**config.mk**
```make
export PLATFORM = sky130hd
export DESIGN_NAME = vsd_state_decode
export DESIGN_NICKNAME = d
export VERILOG_FILES = /design/src/rtl/vsd_pkg.sv /design/src/rtl/vsd_slot_alloc.sv /design/src/rtl/vsd_state_decode.sv /design/src/rtl/vsd_stats.sv
export VERILOG_INCLUDE_DIRS = /design/src /design/src/rtl
export SDC_FILE = /design/constraint.sdc
export NUM_CORES = 1
export LEC_CHECK = 0
export BUFFER_PORTS_ARGS = -buffer_cell sky130_fd_sc_hd__buf_2
export CAP_MARGIN = 5
export CORE_MARGIN = 8
export CORE_UTILIZATION = 45
export DETAILED_ROUTE_END_ITERATION = 10
export PLACE_DENSITY = 0.77
export SYNTH_ARGS = -nofsm -noshare
export SYNTH_HDL_FRONTEND = slang
export SYNTH_SLANG_ARGS = --single-unit
```
**constraint.sdc**
```tcl
create_clock -name clk_i -period 6.06 [get_ports clk_i]
set_input_delay 0.303 -clock clk_i [delete_from_list [all_inputs] [get_ports clk_i]]
set_output_delay 0.303 -clock clk_i [all_outputs]
set_load 0.01 [all_outputs]
```
**src/rtl/vsd_params.svh**
```systemverilog
`ifndef VSD_PARAMS_SVH
`define VSD_PARAMS_SVH
// packet header fields
`define VSD_HDR_TYPE     31:29
`define VSD_HDR_SUB      28:27
`define VSD_HDR_OP       26:24
`define VSD_HDR_SUBOP    23:16
`define VSD_HDR_LEN      7:0
`define VSD_TYPE_GFX     3'h3
`define VSD_SUB_3D       2'h3
`define VSD_OP_PIPE      3'h0
`define VSD_SUBOP_STATE  8'h10
`define VSD_SUBOP_PCONST 8'h15
// state packet fields, by dword
`define VSD_KPTR         31:6
`define VSD_SINGLE       31
`define VSD_BTC          25:18
`define VSD_PRIO         17
`define VSD_FPM          16
`define VSD_IOE          13
`define VSD_SWE          7
`define VSD_SCR_BASE     31:10
`define VSD_SCR_SIZE     3:0
`define VSD_GRF_START    24:20
`define VSD_RD_LEN       16:11
`define VSD_RD_OFF       9:4
`define VSD_MAXTHR       31:25
`define VSD_STAT_EN      10
`define VSD_VC_DIS       1
`define VSD_SH_EN        0
// thread control word bits
`define VSD_TCW_IOE      12
`define VSD_TCW_SWE      13
// limits and timing
`define VSD_MAXTHR_MAX   7'h3b
`define VSD_MAX_THREADS  60
`define VSD_IDLE_NS      80
`define VSD_CLK_NS       10
// register map and fields
`define VSD_REG_CTRL     8'h00
`define VSD_REG_STATUS   8'h04
`define VSD_REG_VCNT     8'h08
`define VSD_REG_TCNT     8'h0c
`define VSD_CTRL_RST     32'h0000_0001
`define VSD_CTRL_DEC_EN  0
`define VSD_CTRL_STCLR   1
`define VSD_ST_ACT       6:0
`define VSD_ST_PEND      8
`define VSD_ST_CMT       9
`define VSD_ST_SHEN      10
`define VSD_ST_CEN       11
`endif

```
**src/rtl/vsd_pkg.sv**
```systemverilog
package vsd_pkg;
    // decoder states
    typedef enum logic [1:0] {
        DS_HDR  = 2'b01,
        DS_BODY = 2'b10
    } vsd_dec_e;
    // vertex from the fetch unit
    typedef struct packed {
        logic [15:0] handle;
        logic        hit;
    } vsd_vin_s;
    // vertex leaving without a thread
    typedef struct packed {
        logic [15:0] handle;
        logic        hit;
        logic        urb_wr;
    } vsd_vout_s;
    // thread request to the dispatcher
    typedef struct packed {
        logic [25:0] kptr;
        logic        prio;
        logic        fpm;
        logic [31:0] tcw;
        logic [21:0] scr_off;
        logic [3:0]  scr_size;
        logic [4:0]  grf_start;
        logic [6:0]  urb_regs;
        logic [5:0]  urb_off;
        logic [1:0]  nvtx;
        logic [15:0] h0;
        logic [15:0] h1;
        logic [5:0]  slot;
    } vsd_thr_s;
    // push constant load: four pointer dwords
    typedef logic [3:0][31:0] vsd_pcs_t;
endpackage : vsd_pkg

```
**src/rtl/vsd_slot_alloc.sv**
```systemverilog
`timescale 1ns/1ps
module vsd_slot_alloc #(
    parameter int NSLOT = 60
) (
    input  wire logic       clk_i,       // clock
    input  wire logic       rst_n_i,     // sync reset
    input  wire logic       alloc_i,     // take the offered slot
    input  wire logic       free_i,      // thread retired
    input  wire logic [5:0] free_slot_i, // its slot
    input  wire logic [6:0] limit_i,     // thread ceiling
    output logic            avail_o,     // a slot may be taken
    output logic      [5:0] slot_o,      // offered slot
    output logic      [6:0] count_o      // live threads
);
    logic [NSLOT-1:0] used_q;  // slot busy map
    logic [6:0]       count_q; // busy slots
    logic             found;   // a free slot exists

    if (NSLOT < 1 || NSLOT > 64) begin : g_chk
        $error("slot count must be 1..64");
    end

    // lowest free slot; fixed priority keeps it simple
    always_comb begin
        found  = 1'b0;
        slot_o = 6'h0;
        for (int i = NSLOT - 1; i >= 0; i--) begin
            if (!used_q[i]) begin
                found  = 1'b1;
                slot_o = 6'(i);
            end
        end
    end
    assign avail_o = found && (count_q < limit_i);
    assign count_o = count_q;

    // busy map and count
    always_ff @(posedge clk_i) begin
        if (!rst_n_i) begin
            used_q  <= '0;
            count_q <= 7'h0;
        end else begin
            if (free_i) used_q[free_slot_i] <= 1'b0;
            if (alloc_i) used_q[slot_o] <= 1'b1;
            count_q <= count_q + 7'(alloc_i) - 7'(free_i && used_q[free_slot_i]);
        end
    end
endmodule : vsd_slot_alloc

```
**src/rtl/vsd_state_decode.sv**
```systemverilog
`timescale 1ns/1ps
// Contract
// RULE_01: entry count only drives binding prefetch
// RULE_02: software zeroes count for huge tables
// RULE_03: bit 17 picks thread dispatch priority
// RULE_04: bit 16 sets initial float mode
// RULE_05: illegal opcode enable to control bit 12
// RULE_06: software exception enable to bit 13
// RULE_07: scratch base in 1 KB units
// RULE_08: each thread gets own scratch portion
// RULE_09: scratch size is 1 KB shifted
// RULE_10: software reserves enough scratch memory
// RULE_11: scratch size forwarded unchanged
// RULE_12: payload start register from dword 4
// RULE_13: vertex registers twice read length
// RULE_14: software never programs read length zero
// RULE_15: read offset shared by all entries
// RULE_16: never exceed thread count limit
// RULE_17: statistics move only when enabled
// RULE_18: cache off shades all, else misses
// RULE_19: unshaded misses written to return buffer; code sets urb_wr only while the cache is enabled
// RULE_20: invalidate cache on listed events
// RULE_21: shading off passes vertices unmodified
// RULE_22: recognise push constant packet header
// RULE_23: kernel pointer from dword 1
// RULE_24: single dispatch forces one vertex
// RULE_25: vertices leave in arrival order
// RULE_26: software zeroes reserved bits
// RULE_27: new state applies to later vertices
`include "vsd_params.svh"
module vsd_state_decode #(
    parameter int NSLOT    = `VSD_MAX_THREADS,        // scratch slots
    parameter int IDLE_CYC = `VSD_IDLE_NS / `VSD_CLK_NS // quiet wait
) (
    input  wire logic              clk_i,        // 100 MHz clock
    input  wire logic              rst_n_i,      // sync reset
    // register bus
    input  wire logic              hsel_i,       // slave select
    input  wire logic [31:0]       haddr_i,      // address
    input  wire logic [1:0]        htrans_i,     // transfer type
    input  wire logic              hwrite_i,     // write
    input  wire logic [2:0]        hsize_i,      // word only
    input  wire logic [31:0]       hwdata_i,     // write data
    input  wire logic              hready_i,     // bus ready
    output logic                   hreadyout_o,  // never stalls
    output logic                   hresp_o,      // always okay
    output logic [31:0]            hrdata_o,     // read data
    // command stream
    input  wire logic              cmd_valid_i,  // dword offered
    input  wire logic [31:0]       cmd_data_i,   // dword
    output logic                   cmd_ready_o,  // dword taken
    // vertices from fetch unit
    input  wire logic              vtx_valid_i,  // vertex offered
    input  wire vsd_pkg::vsd_vin_s vtx_i,        // vertex
    output logic                   vtx_ready_o,  // vertex taken
    input  wire logic              draw_bnd_i,   // draw/instance edge
    // thread requests
    output logic                   thr_valid_o,  // request valid
    output vsd_pkg::vsd_thr_s      thr_o,        // request
    input  wire logic              thr_ready_i,  // dispatcher took it
    input  wire logic              thr_done_i,   // thread retired
    input  wire logic [5:0]        thr_done_slot_i, // its slot
    // pass-through vertices
    output logic                   vout_valid_o, // vertex out
    output vsd_pkg::vsd_vout_s     vout_o,       // vertex
    input  wire logic              vout_ready_i, // taken
    // side outputs
    output logic                   cache_inv_o,  // invalidate pulse
    output logic                   pf_valid_o,   // prefetch pulse
    output logic [7:0]             pf_count_o,   // entries to fetch
    output logic                   pcs_valid_o,  // constant load pulse
    output vsd_pkg::vsd_pcs_t      pcs_o         // constant pointers
);
    import vsd_pkg::*;

    if (IDLE_CYC < 1 || IDLE_CYC > 15) begin : g_chk
        $error("idle wait must be 1..15 cycles");
    end

    ////////////////////////////////////////////////////////////////////
    // header match, used for both packet kinds
    function automatic logic hdr_is(input logic [31:0] w, input logic [7:0] sub);
        hdr_is = (w[`VSD_HDR_TYPE] == `VSD_TYPE_GFX) && (w[`VSD_HDR_SUB] == `VSD_SUB_3D)
              && (w[`VSD_HDR_OP] == `VSD_OP_PIPE) && (w[`VSD_HDR_SUBOP] == sub);
    endfunction : hdr_is

    vsd_dec_e    st_q;        // decoder state
    logic [8:0]  rem_q;       // dwords left in packet
    logic [7:0]  idx_q;       // dword index in packet
    logic        is_st_q;     // shading state packet
    logic        is_pc_q;     // push constant packet
    logic        cmt_q;       // state waits to apply
    logic        pcs_v_q;     // constant load pulse
    logic [31:0] sh_q [8];    // captured dwords
    logic [31:0] live_q [8];  // applied dwords
    vsd_pcs_t    pc_q;        // constant pointers
    logic [31:0] ctrl_q;      // control register
    logic        pend_q;      // unpaired miss held
    logic [15:0] pend_h_q;    // its handle
    logic [3:0]  idle_q;      // quiet cycles with miss held
    logic        thr_v_q;     // request stage full
    vsd_thr_s    thr_q;       // request stage
    logic        vo_v_q;      // pass stage full
    vsd_vout_s   vo_q;        // pass stage
    logic        inv_q;       // invalidate pulse
    logic        pf_v_q;      // prefetch pulse
    logic [7:0]  pf_cnt_q;    // prefetch count
    logic        wr_q;        // write data phase
    logic [7:0]  wa_q;        // its address
    logic [31:0] hrdata_q;    // read data
    vsd_thr_s    thr_d;       // next request

    ////////////////////////////////////////////////////////////////////
    // applied state fields
    wire       sh_en    = live_q[5][`VSD_SH_EN];          // RULE_21
    wire       cache_en = !live_q[5][`VSD_VC_DIS];
    wire       single_q = live_q[2][`VSD_SINGLE];         // RULE_24
    wire       stat_en  = live_q[5][`VSD_STAT_EN];
    wire [6:0] thr_fld  = live_q[5][`VSD_MAXTHR];
    // out-of-range counts clamp so the ceiling stays real
    wire [6:0] max_thr  = (thr_fld > `VSD_MAXTHR_MAX ? `VSD_MAXTHR_MAX : thr_fld) + 7'h1; // RULE_16

    ////////////////////////////////////////////////////////////////////
    // command decoder
    wire cmd_go  = cmd_valid_i && cmd_ready_o;
    wire do_cmt  = cmt_q && !pend_q; // lone miss flushed first
    wire last_dw = (st_q == DS_BODY) && cmd_go && (rem_q == 9'h001);
    assign cmd_ready_o = ctrl_q[`VSD_CTRL_DEC_EN] && !cmt_q;

    // header takes length, body fills shadow copy
    always_ff @(posedge clk_i) begin
        if (!rst_n_i) begin
            st_q    <= DS_HDR;
            rem_q   <= 9'h000;
            idx_q   <= 8'h00;
            is_st_q <= 1'b0;
            is_pc_q <= 1'b0;
            cmt_q   <= 1'b0;
            pcs_v_q <= 1'b0;
        end else begin
            pcs_v_q <= last_dw && is_pc_q;
            if (do_cmt) cmt_q <= 1'b0;
            else if (last_dw && is_st_q) cmt_q <= 1'b1;
            case (st_q)
                DS_HDR: if (cmd_go) begin
                    st_q    <= DS_BODY;
                    rem_q   <= {1'b0, cmd_data_i[`VSD_HDR_LEN]} + 9'h001;
                    idx_q   <= 8'h01;
                    is_st_q <= hdr_is(cmd_data_i, `VSD_SUBOP_STATE);
                    is_pc_q <= hdr_is(cmd_data_i, `VSD_SUBOP_PCONST); // RULE_22
                end
                DS_BODY: if (cmd_go) begin
                    idx_q <= idx_q + 8'h01;
                    rem_q <= rem_q - 9'h001;
                    if (rem_q == 9'h001) st_q <= DS_HDR;
                end
                default: st_q <= DS_HDR;
            endcase
        end
    end

    // packet storage; fields captured on acceptance
    always_ff @(posedge clk_i) begin
        if (!rst_n_i) begin
            for (int i = 0; i < 8; i++) begin
                sh_q[i]   <= 32'h0000_0000;
                live_q[i] <= 32'h0000_0000;
            end
            pc_q <= '0;
        end else begin
            if (st_q == DS_BODY && cmd_go && is_st_q && idx_q <= 8'h05)
                sh_q[idx_q[2:0]] <= cmd_data_i; // RULE_27
            if (st_q == DS_BODY && cmd_go && is_pc_q && idx_q <= 8'h04)
                pc_q[idx_q[1:0] - 2'h1] <= cmd_data_i; // RULE_22
            if (do_cmt) begin
                for (int i = 0; i < 8; i++) live_q[i] <= sh_q[i]; // RULE_27
            end
        end
    end
    assign pcs_valid_o = pcs_v_q;
    assign pcs_o       = pc_q;

    ////////////////////////////////////////////////////////////////////
    // cache invalidate at draw edge or at a state change with the cache off before or after it or that flips shading, prefetch at a state change that enables shading
    wire new_sh  = sh_q[5][`VSD_SH_EN];
    wire cache_off = !cache_en || sh_q[5][`VSD_VC_DIS];
    always_ff @(posedge clk_i) begin
        if (!rst_n_i) begin
            inv_q    <= 1'b0;
            pf_v_q   <= 1'b0;
            pf_cnt_q <= 8'h00;
        end else begin
            inv_q  <= draw_bnd_i || (do_cmt && (cache_off || (new_sh != sh_en))); // RULE_20
            pf_v_q <= do_cmt && new_sh;
            if (do_cmt) pf_cnt_q <= sh_q[2][`VSD_BTC]; // RULE_01
        end
    end
    assign cache_inv_o = inv_q;
    assign pf_valid_o  = pf_v_q;
    assign pf_count_o  = pf_cnt_q;

    ////////////////////////////////////////////////////////////////////
    // vertex routing and pairing
    logic       slot_ok; // allocator can give a slot
    logic [5:0] slot;    // offered slot
    logic [6:0] act_cnt; // live threads
    wire hit      = cache_en && vtx_i.hit;
    wire is_miss  = sh_en && !hit;                 // RULE_18
    wire issue_ok = (!thr_v_q || thr_ready_i) && slot_ok;
    wire vo_ok    = !vo_v_q || vout_ready_i;
    // a held miss goes alone when it would block output
    wire fl_need  = pend_q && (cmt_q || (vtx_valid_i ? !is_miss : idle_q == 4'(IDLE_CYC))); // RULE_25
    assign vtx_ready_o = !cmt_q && (is_miss ? ((single_q || pend_q) ? issue_ok : 1'b1)
                                            : (!pend_q && vo_ok));
    wire vtx_go   = vtx_valid_i && vtx_ready_o;
    wire pair_go  = vtx_go && is_miss && (single_q || pend_q);
    wire issue    = issue_ok && (fl_need || pair_go);
    wire hold_go  = vtx_go && is_miss && !single_q && !pend_q;
    wire pass_go  = vtx_go && !is_miss;

    // next thread request from applied state
    always_comb begin
        thr_d           = '0;
        thr_d.kptr      = live_q[1][`VSD_KPTR];      // RULE_23
        thr_d.prio      = live_q[2][`VSD_PRIO];      // RULE_03
        thr_d.fpm       = live_q[2][`VSD_FPM];       // RULE_04
        thr_d.tcw[`VSD_TCW_IOE] = live_q[2][`VSD_IOE]; // RULE_05
        thr_d.tcw[`VSD_TCW_SWE] = live_q[2][`VSD_SWE]; // RULE_06
        // per-thread portion: base plus slot shifted left by size
        thr_d.scr_off   = live_q[3][`VSD_SCR_BASE] + (22'(slot) << live_q[3][`VSD_SCR_SIZE]); // RULE_07 RULE_08 RULE_09
        thr_d.scr_size  = live_q[3][`VSD_SCR_SIZE];  // RULE_11
        thr_d.grf_start = live_q[4][`VSD_GRF_START]; // RULE_12
        thr_d.urb_regs  = {live_q[4][`VSD_RD_LEN], 1'b0}; // RULE_13
        thr_d.urb_off   = live_q[4][`VSD_RD_OFF];    // RULE_15
        thr_d.slot      = slot;
        if (fl_need || single_q) begin
            thr_d.nvtx = 2'h1; // RULE_24
            thr_d.h0   = fl_need ? pend_h_q : vtx_i.handle;
        end else begin
            thr_d.nvtx = 2'h2;
            thr_d.h0   = pend_h_q;
            thr_d.h1   = vtx_i.handle;
        end
    end

    // held miss and its quiet timer
    always_ff @(posedge clk_i) begin
        if (!rst_n_i) begin
            pend_q   <= 1'b0;
            pend_h_q <= 16'h0000;
            idle_q   <= 4'h0;
        end else begin
            if (issue) pend_q <= 1'b0;
            else if (hold_go) pend_q <= 1'b1;
            if (hold_go) pend_h_q <= vtx_i.handle;
            if (!pend_q || vtx_valid_i) idle_q <= 4'h0;
            else if (idle_q != 4'(IDLE_CYC)) idle_q <= idle_q + 4'h1;
        end
    end

    // output stages for requests and pass-through
    always_ff @(posedge clk_i) begin
        if (!rst_n_i) begin
            thr_v_q <= 1'b0;
            thr_q   <= '0;
            vo_v_q  <= 1'b0;
            vo_q    <= '0;
        end else begin
            if (issue) thr_q <= thr_d;
            if (issue) thr_v_q <= 1'b1;
            else if (thr_ready_i) thr_v_q <= 1'b0;
            if (pass_go) begin
                vo_q.handle <= vtx_i.handle;
                vo_q.hit    <= hit;
                vo_q.urb_wr <= !sh_en && !hit && cache_en; // RULE_19 RULE_21
            end
            if (pass_go) vo_v_q <= 1'b1;
            else if (vout_ready_i) vo_v_q <= 1'b0;
        end
    end
    assign thr_valid_o  = thr_v_q;
    assign thr_o        = thr_q;
    assign vout_valid_o = vo_v_q;
    assign vout_o       = vo_q;

    vsd_slot_alloc #(.NSLOT(NSLOT)) u_slot (
        .clk_i       (clk_i),
        .rst_n_i     (rst_n_i),
        .alloc_i     (issue),
        .free_i      (thr_done_i),
        .free_slot_i (thr_done_slot_i),
        .limit_i     (max_thr), // RULE_16
        .avail_o     (slot_ok),
        .slot_o      (slot),
        .count_o     (act_cnt)
    );

    ////////////////////////////////////////////////////////////////////
    // register bus: zero wait, okay always
    logic [31:0] st_word; // status view
    logic [31:0] vcnt;    // shaded vertices
    logic [31:0] tcnt;    // threads issued
    wire ahb_go = hsel_i && htrans_i[1] && hready_i;
    wire stclr  = wr_q && (wa_q == `VSD_REG_CTRL) && hwdata_i[`VSD_CTRL_STCLR];
    always_comb begin
        st_word              = 32'h0000_0000;
        st_word[`VSD_ST_ACT]  = act_cnt;
        st_word[`VSD_ST_PEND] = pend_q;
        st_word[`VSD_ST_CMT]  = cmt_q;
        st_word[`VSD_ST_SHEN] = sh_en;
        st_word[`VSD_ST_CEN]  = cache_en;
    end
    // unmapped words read zero
    wire [31:0] rd_mux = (haddr_i[7:0] == `VSD_REG_CTRL)   ? ctrl_q  :
                         (haddr_i[7:0] == `VSD_REG_STATUS) ? st_word :
                         (haddr_i[7:0] == `VSD_REG_VCNT)   ? vcnt    :
                         (haddr_i[7:0] == `VSD_REG_TCNT)   ? tcnt    : 32'h0000_0000;

    // address phase captured, write done in data phase
    always_ff @(posedge clk_i) begin
        if (!rst_n_i) begin
            wr_q     <= 1'b0;
            wa_q     <= 8'h00;
            hrdata_q <= 32'h0000_0000;
            ctrl_q   <= `VSD_CTRL_RST;
        end else begin
            wr_q <= ahb_go && hwrite_i;
            if (ahb_go) wa_q <= haddr_i[7:0];
            if (ahb_go && !hwrite_i) hrdata_q <= rd_mux;
            // clear bit is a strobe, never stored
            if (wr_q && wa_q == `VSD_REG_CTRL) ctrl_q <= {hwdata_i[31:2], 1'b0, hwdata_i[0]};
        end
    end
    assign hreadyout_o = 1'b1;
    assign hresp_o     = 1'b0;
    assign hrdata_o    = hrdata_q;

    vsd_stats u_stats (
        .clk_i   (clk_i),
        .rst_n_i (rst_n_i),
        .en_i    (stat_en && sh_en), // RULE_17
        .clr_i   (stclr),
        .inc_i   ({1'b0, issue, issue ? thr_d.nvtx : 2'h0}),
        .vcnt_o  (vcnt),
        .tcnt_o  (tcnt)
    );
endmodule : vsd_state_decode

```
**src/rtl/vsd_stats.sv**
```systemverilog
`timescale 1ns/1ps
module vsd_stats (
    input  wire logic        clk_i,   // clock
    input  wire logic        rst_n_i, // sync reset
    input  wire logic        en_i,    // gathering on
    input  wire logic        clr_i,   // software clear
    input  wire logic [3:0]  inc_i,   // {threads, vertices} steps
    output logic      [31:0] vcnt_o,  // shaded vertices
    output logic      [31:0] tcnt_o   // threads issued
);
    logic [31:0] cnt_q [2]; // counters

    // one counter per event kind
    for (genvar g = 0; g < 2; g++) begin : g_cnt
        always_ff @(posedge clk_i) begin
            if (!rst_n_i || clr_i) cnt_q[g] <= 32'h0000_0000;
            else if (en_i) cnt_q[g] <= cnt_q[g] + 32'(inc_i[2*g +: 2]); // RULE_17
        end
    end
    assign vcnt_o = cnt_q[0];
    assign tcnt_o = cnt_q[1];
endmodule : vsd_stats
```
==> reports/results.txt <==
Status -> completed
Clock sink total -> 694
CP startpoint kind -> register
Reg area -> 16300 um^2
Total track usage -> 23.3%
CTS Root Buffer Type -> clkbuf_16
Starting Density -> 45.3%
Post-synth top area share -> 30.0%
Cell leakage power -> 14.0 nW
CP arrival -> 5950 ps
Setup Viol. Count Final -> 0
Vias per cell -> 5.52
RSZ-0062 raised after global routing -> no
Residual DRC -> 0
Vias in the first global route -> 24.2k
Net Sw Frac -> 24.1%
Hold Vio Cnt, Final -> 0
NumNets Final -> 3829
Largest area contributor in the netlist -> dfxtp_1
# hold bufs at CTS -> 56
Final Power -> 10.3 mW
Most numerous cell in the Yosys netlist -> nand2_1
FMAX -> 0.178 GHz
Synthesized flop and latch total -> 694
First DRT Iteration DRCs -> 2415
Multi-input gate area -> 13000 um^2
GRT overflow -> 0
Slew HR -> 24.7%
Post-DP Area -> 32900 um^2
Most used cell, CP -> ha_1
Num CTS Buffers -> 76
CP Max Fanout -> 38
Shortest period the worst path allows -> 5610 ps
Htree depth -> 3
First-pass GRT wire length -> 139000 um
IO Port Bufs -> 412
Syn avg cell area -> 9.32 um^2
Synth cell count leaders -> nand2_1 (617), dfxtp_1 (454), a21oi_1 (315)
Main flop type after synthesis -> dfxtp_1
Syn Inst Count -> 3255
Sequential area share after synthesis -> 53.7%
Die span in y -> 276 um
Final instance area -> 36000 um^2
Core Region -> 66900 um^2
Top area cells in the synthesized netlist -> dfxtp_1 (30%), edfxtp_1 (24%), nand2_1 (7.6%)
Critical Path End Type -> register
Max Buffers Root-to-Sink -> 3
Number of synthesized flops with an enable pin -> 240
IO Count -> 474
Slew Limit Fails -> 0
Distinct cell type count of the synthesized netlist -> 73
Setup TNS -> 0 ps
Worst path cell trace -> a41oi_1, nand2b_1, ha_1, nand3_1, xnor2_1, nor2_1, ha_1, and4_1, a211oi_1, a21boi_0, o211ai_1, or3_4, inv_4, buf_4, ha_1, ha_1, nand3_1, nor2_1, nand3_1, nor3_1, nand2_1, xor2_1, nor2_1
Max Cap Viol -> 0
Slowest cell on the critical path -> edfxtp_1
Insertion delay to the later sink of the worst-skew pair -> 630 ps
Post-CTS Setup Bufs -> 0
Placer congestion estimate -> 0.932
Antenna violations before repair -> 7
Final non-filler cell total -> 4584
Largest net degree at the start of global routing -> 176
Final Cycle Share -> 92.5%
Dpl cells -> 4379
Final WL -> 91600 um
Drt first pass iters -> 6
CTS resizes -> 0
Share of cells above drive strength 1 -> 16.1%
Worst setup path class -> register to register
Wirelength per Cell -> 20.0 um
Switching power -> 2.49 mW
Vias -> 25.3k
Row cnt -> 95
Pwr/cell area -> 286 nW/um^2
Clock Skew -> 46.5 ps
Combinational power share -> 6.6%
DRT antenna net count -> 0
Int Pwr -> 7.82 mW
Die Area -> 75900 um^2
Ys async rst share -> 0%
CP peak stage delay -> 440 ps
Worst-Margin Slew -> 1120 ps
Hold Path Class -> primary input to register
CTS tree -> yes
Worst EP required -> 6400 ps
Syn Std Cell Area -> 30300 um^2
Die W -> 276 um
Clock network power share -> 44.7%
Seq pwr share -> 48.7%
Area growth, synth to finish -> 18.8%
Number of fill cells in the layout -> 5908
Hpwl dp -> 61400 um
Synth warn -> 0
VDD IR max -> 0.000252 V
Worst-path clk slew -> 60 ps
[final timing paths]
path,start,to,slack [ps],cells past startpoint
setup / recovery,live_q[5][27]$_SDFFCE_PN0P_,u_stats.cnt_q[1][30]$_SDFFCE_PN0P_,450,23
hold / removal,cmd_data_i[15],pcs_o[111]$_SDFFE_PN0P_,50,3
setup reg to reg,live_q[5][27]$_SDFFCE_PN0P_,u_stats.cnt_q[1][30]$_SDFFCE_PN0P_,450,23
hold reg to reg,thr_o[73]$_SDFFE_PN0N_,thr_o[73]$_SDFFE_PN0N_,450,2
[registers in the layout, indices dropped and copies added (netlist names), 4 cells and up]
| name | count |
|---|---|
| ctrl_q | 31 |
| hrdata_o | 32 |
| idle_q | 4 |
| idx_q | 8 |
| live_q | 84 |
| pcs_o | 128 |
| pend_h_q | 16 |
| pf_count_o | 8 |
| rem_q | 9 |
| sh_q | 92 |
| thr_o | 113 |
| u_slot.count_o | 7 |
| u_slot.used_q | 60 |
| u_stats.cnt_q | 64 |
| vout_o | 18 |
| wa_q | 8 |
[power by group through the flow]
stage / clock network, mW / registers, mW / logic, mW
final: 4.61 / 5.02 / 0.685
after global routing: 4.87 / 5.03 / 0.746
after CTS: 4.69 / 5.02 / 0.682
after detailed placement: 0 / 5.12 / 0.649
after global placement: 0 / 5.11 / 0.639
after floorplan: 0 / 5.10 / 0.417
[layout make-up]
| type | count | area share (%) |
|---|---|---|
| clock buffers | 108 | 5.88 |
| inverters | 64 | 0.698 |
| well taps | 873 | 3.03 |
| diodes | 7 | 0.0486 |
| repair buffers | 505 | 8.08 |
| clock inverters | 34 | 1.07 |
| flip-flops and latches | 694 | 45.2 |
| multi-input cells | 2299 | 36.0 |
[metal layers]
metal  share of wire [%]  track usage (%)  vias to the layer above
met4                 2.9             7.90                        0
met5                   0                0                        -
li1                    -                -                    12000
met3                 9.2             6.13                      182
met1                  41             30.1                    12100
met2                  47             37.7                     1065
[per-stage QoR]
stage | setup slack (ps) | util, % | hold slack, ps
2_1_floorplan | 768 | - | 412
3_3_place_gp | 631 | 49.2 | 429
3_5_place_dp | 503 | 49.2 | 442
4_1_cts | 476 | 53.8 | 1.46
5_1_grt | 40.0 | 53.8 | 14.3
6_report | 453 | 53.8 | 46.1
[cell families (layout without fill, tap and decap cells)]
group	Yosys count	count (layout)	share of synthesized area, %
buf+inv	294	711	4.10
simple gates	1340	1340	20.0
other cells	2	41	0.0248
xor+xnor	90	90	2.60
fa+ha+maj	54	54	2.30
mux	88	88	3.42
flops	694	694	53.7
compound gates	693	693	13.8
[critical path, delay by kind of cell (launching register included)]
family / cells / cell delay [ps]
buffers and inverters: 2 / 420
adders and majority gates: 4 / 970
AOI/OAI and AO/OA: 4 / 1000
and+or+nand+nor: 11 / 2200
DFF: 1 / 440
xor gates and xnor gates: 2 / 260
[cell usage in the layout (no fill, tap or decap), drive strengths merged, types with 20 or more instances in the layout]
master | Yosys | final
conb | 2 | 34
a211oi | 28 | 28
nand3 | 82 | 82
xor2 | 56 | 56
o22ai | 20 | 20
clkbuf | 182 | 108
dlygate4sd3 | 0 | 56
buf | 48 | 449
ha | 51 | 51
nand2 | 617 | 617
a221oi | 20 | 20
inv | 62 | 68
mux2i | 75 | 75
nand2b | 21 | 21
and2 | 191 | 191
a22oi | 39 | 39
edfxtp | 240 | 240
nor2 | 272 | 272
clkinv | 2 | 23
dfxtp | 454 | 454
nor3 | 24 | 24
a21oi | 315 | 315
xnor2 | 34 | 34
a22o | 31 | 31
o21ai | 130 | 130
nand4 | 34 | 34
No activity file was read; power rests on OpenSTA's default activity.
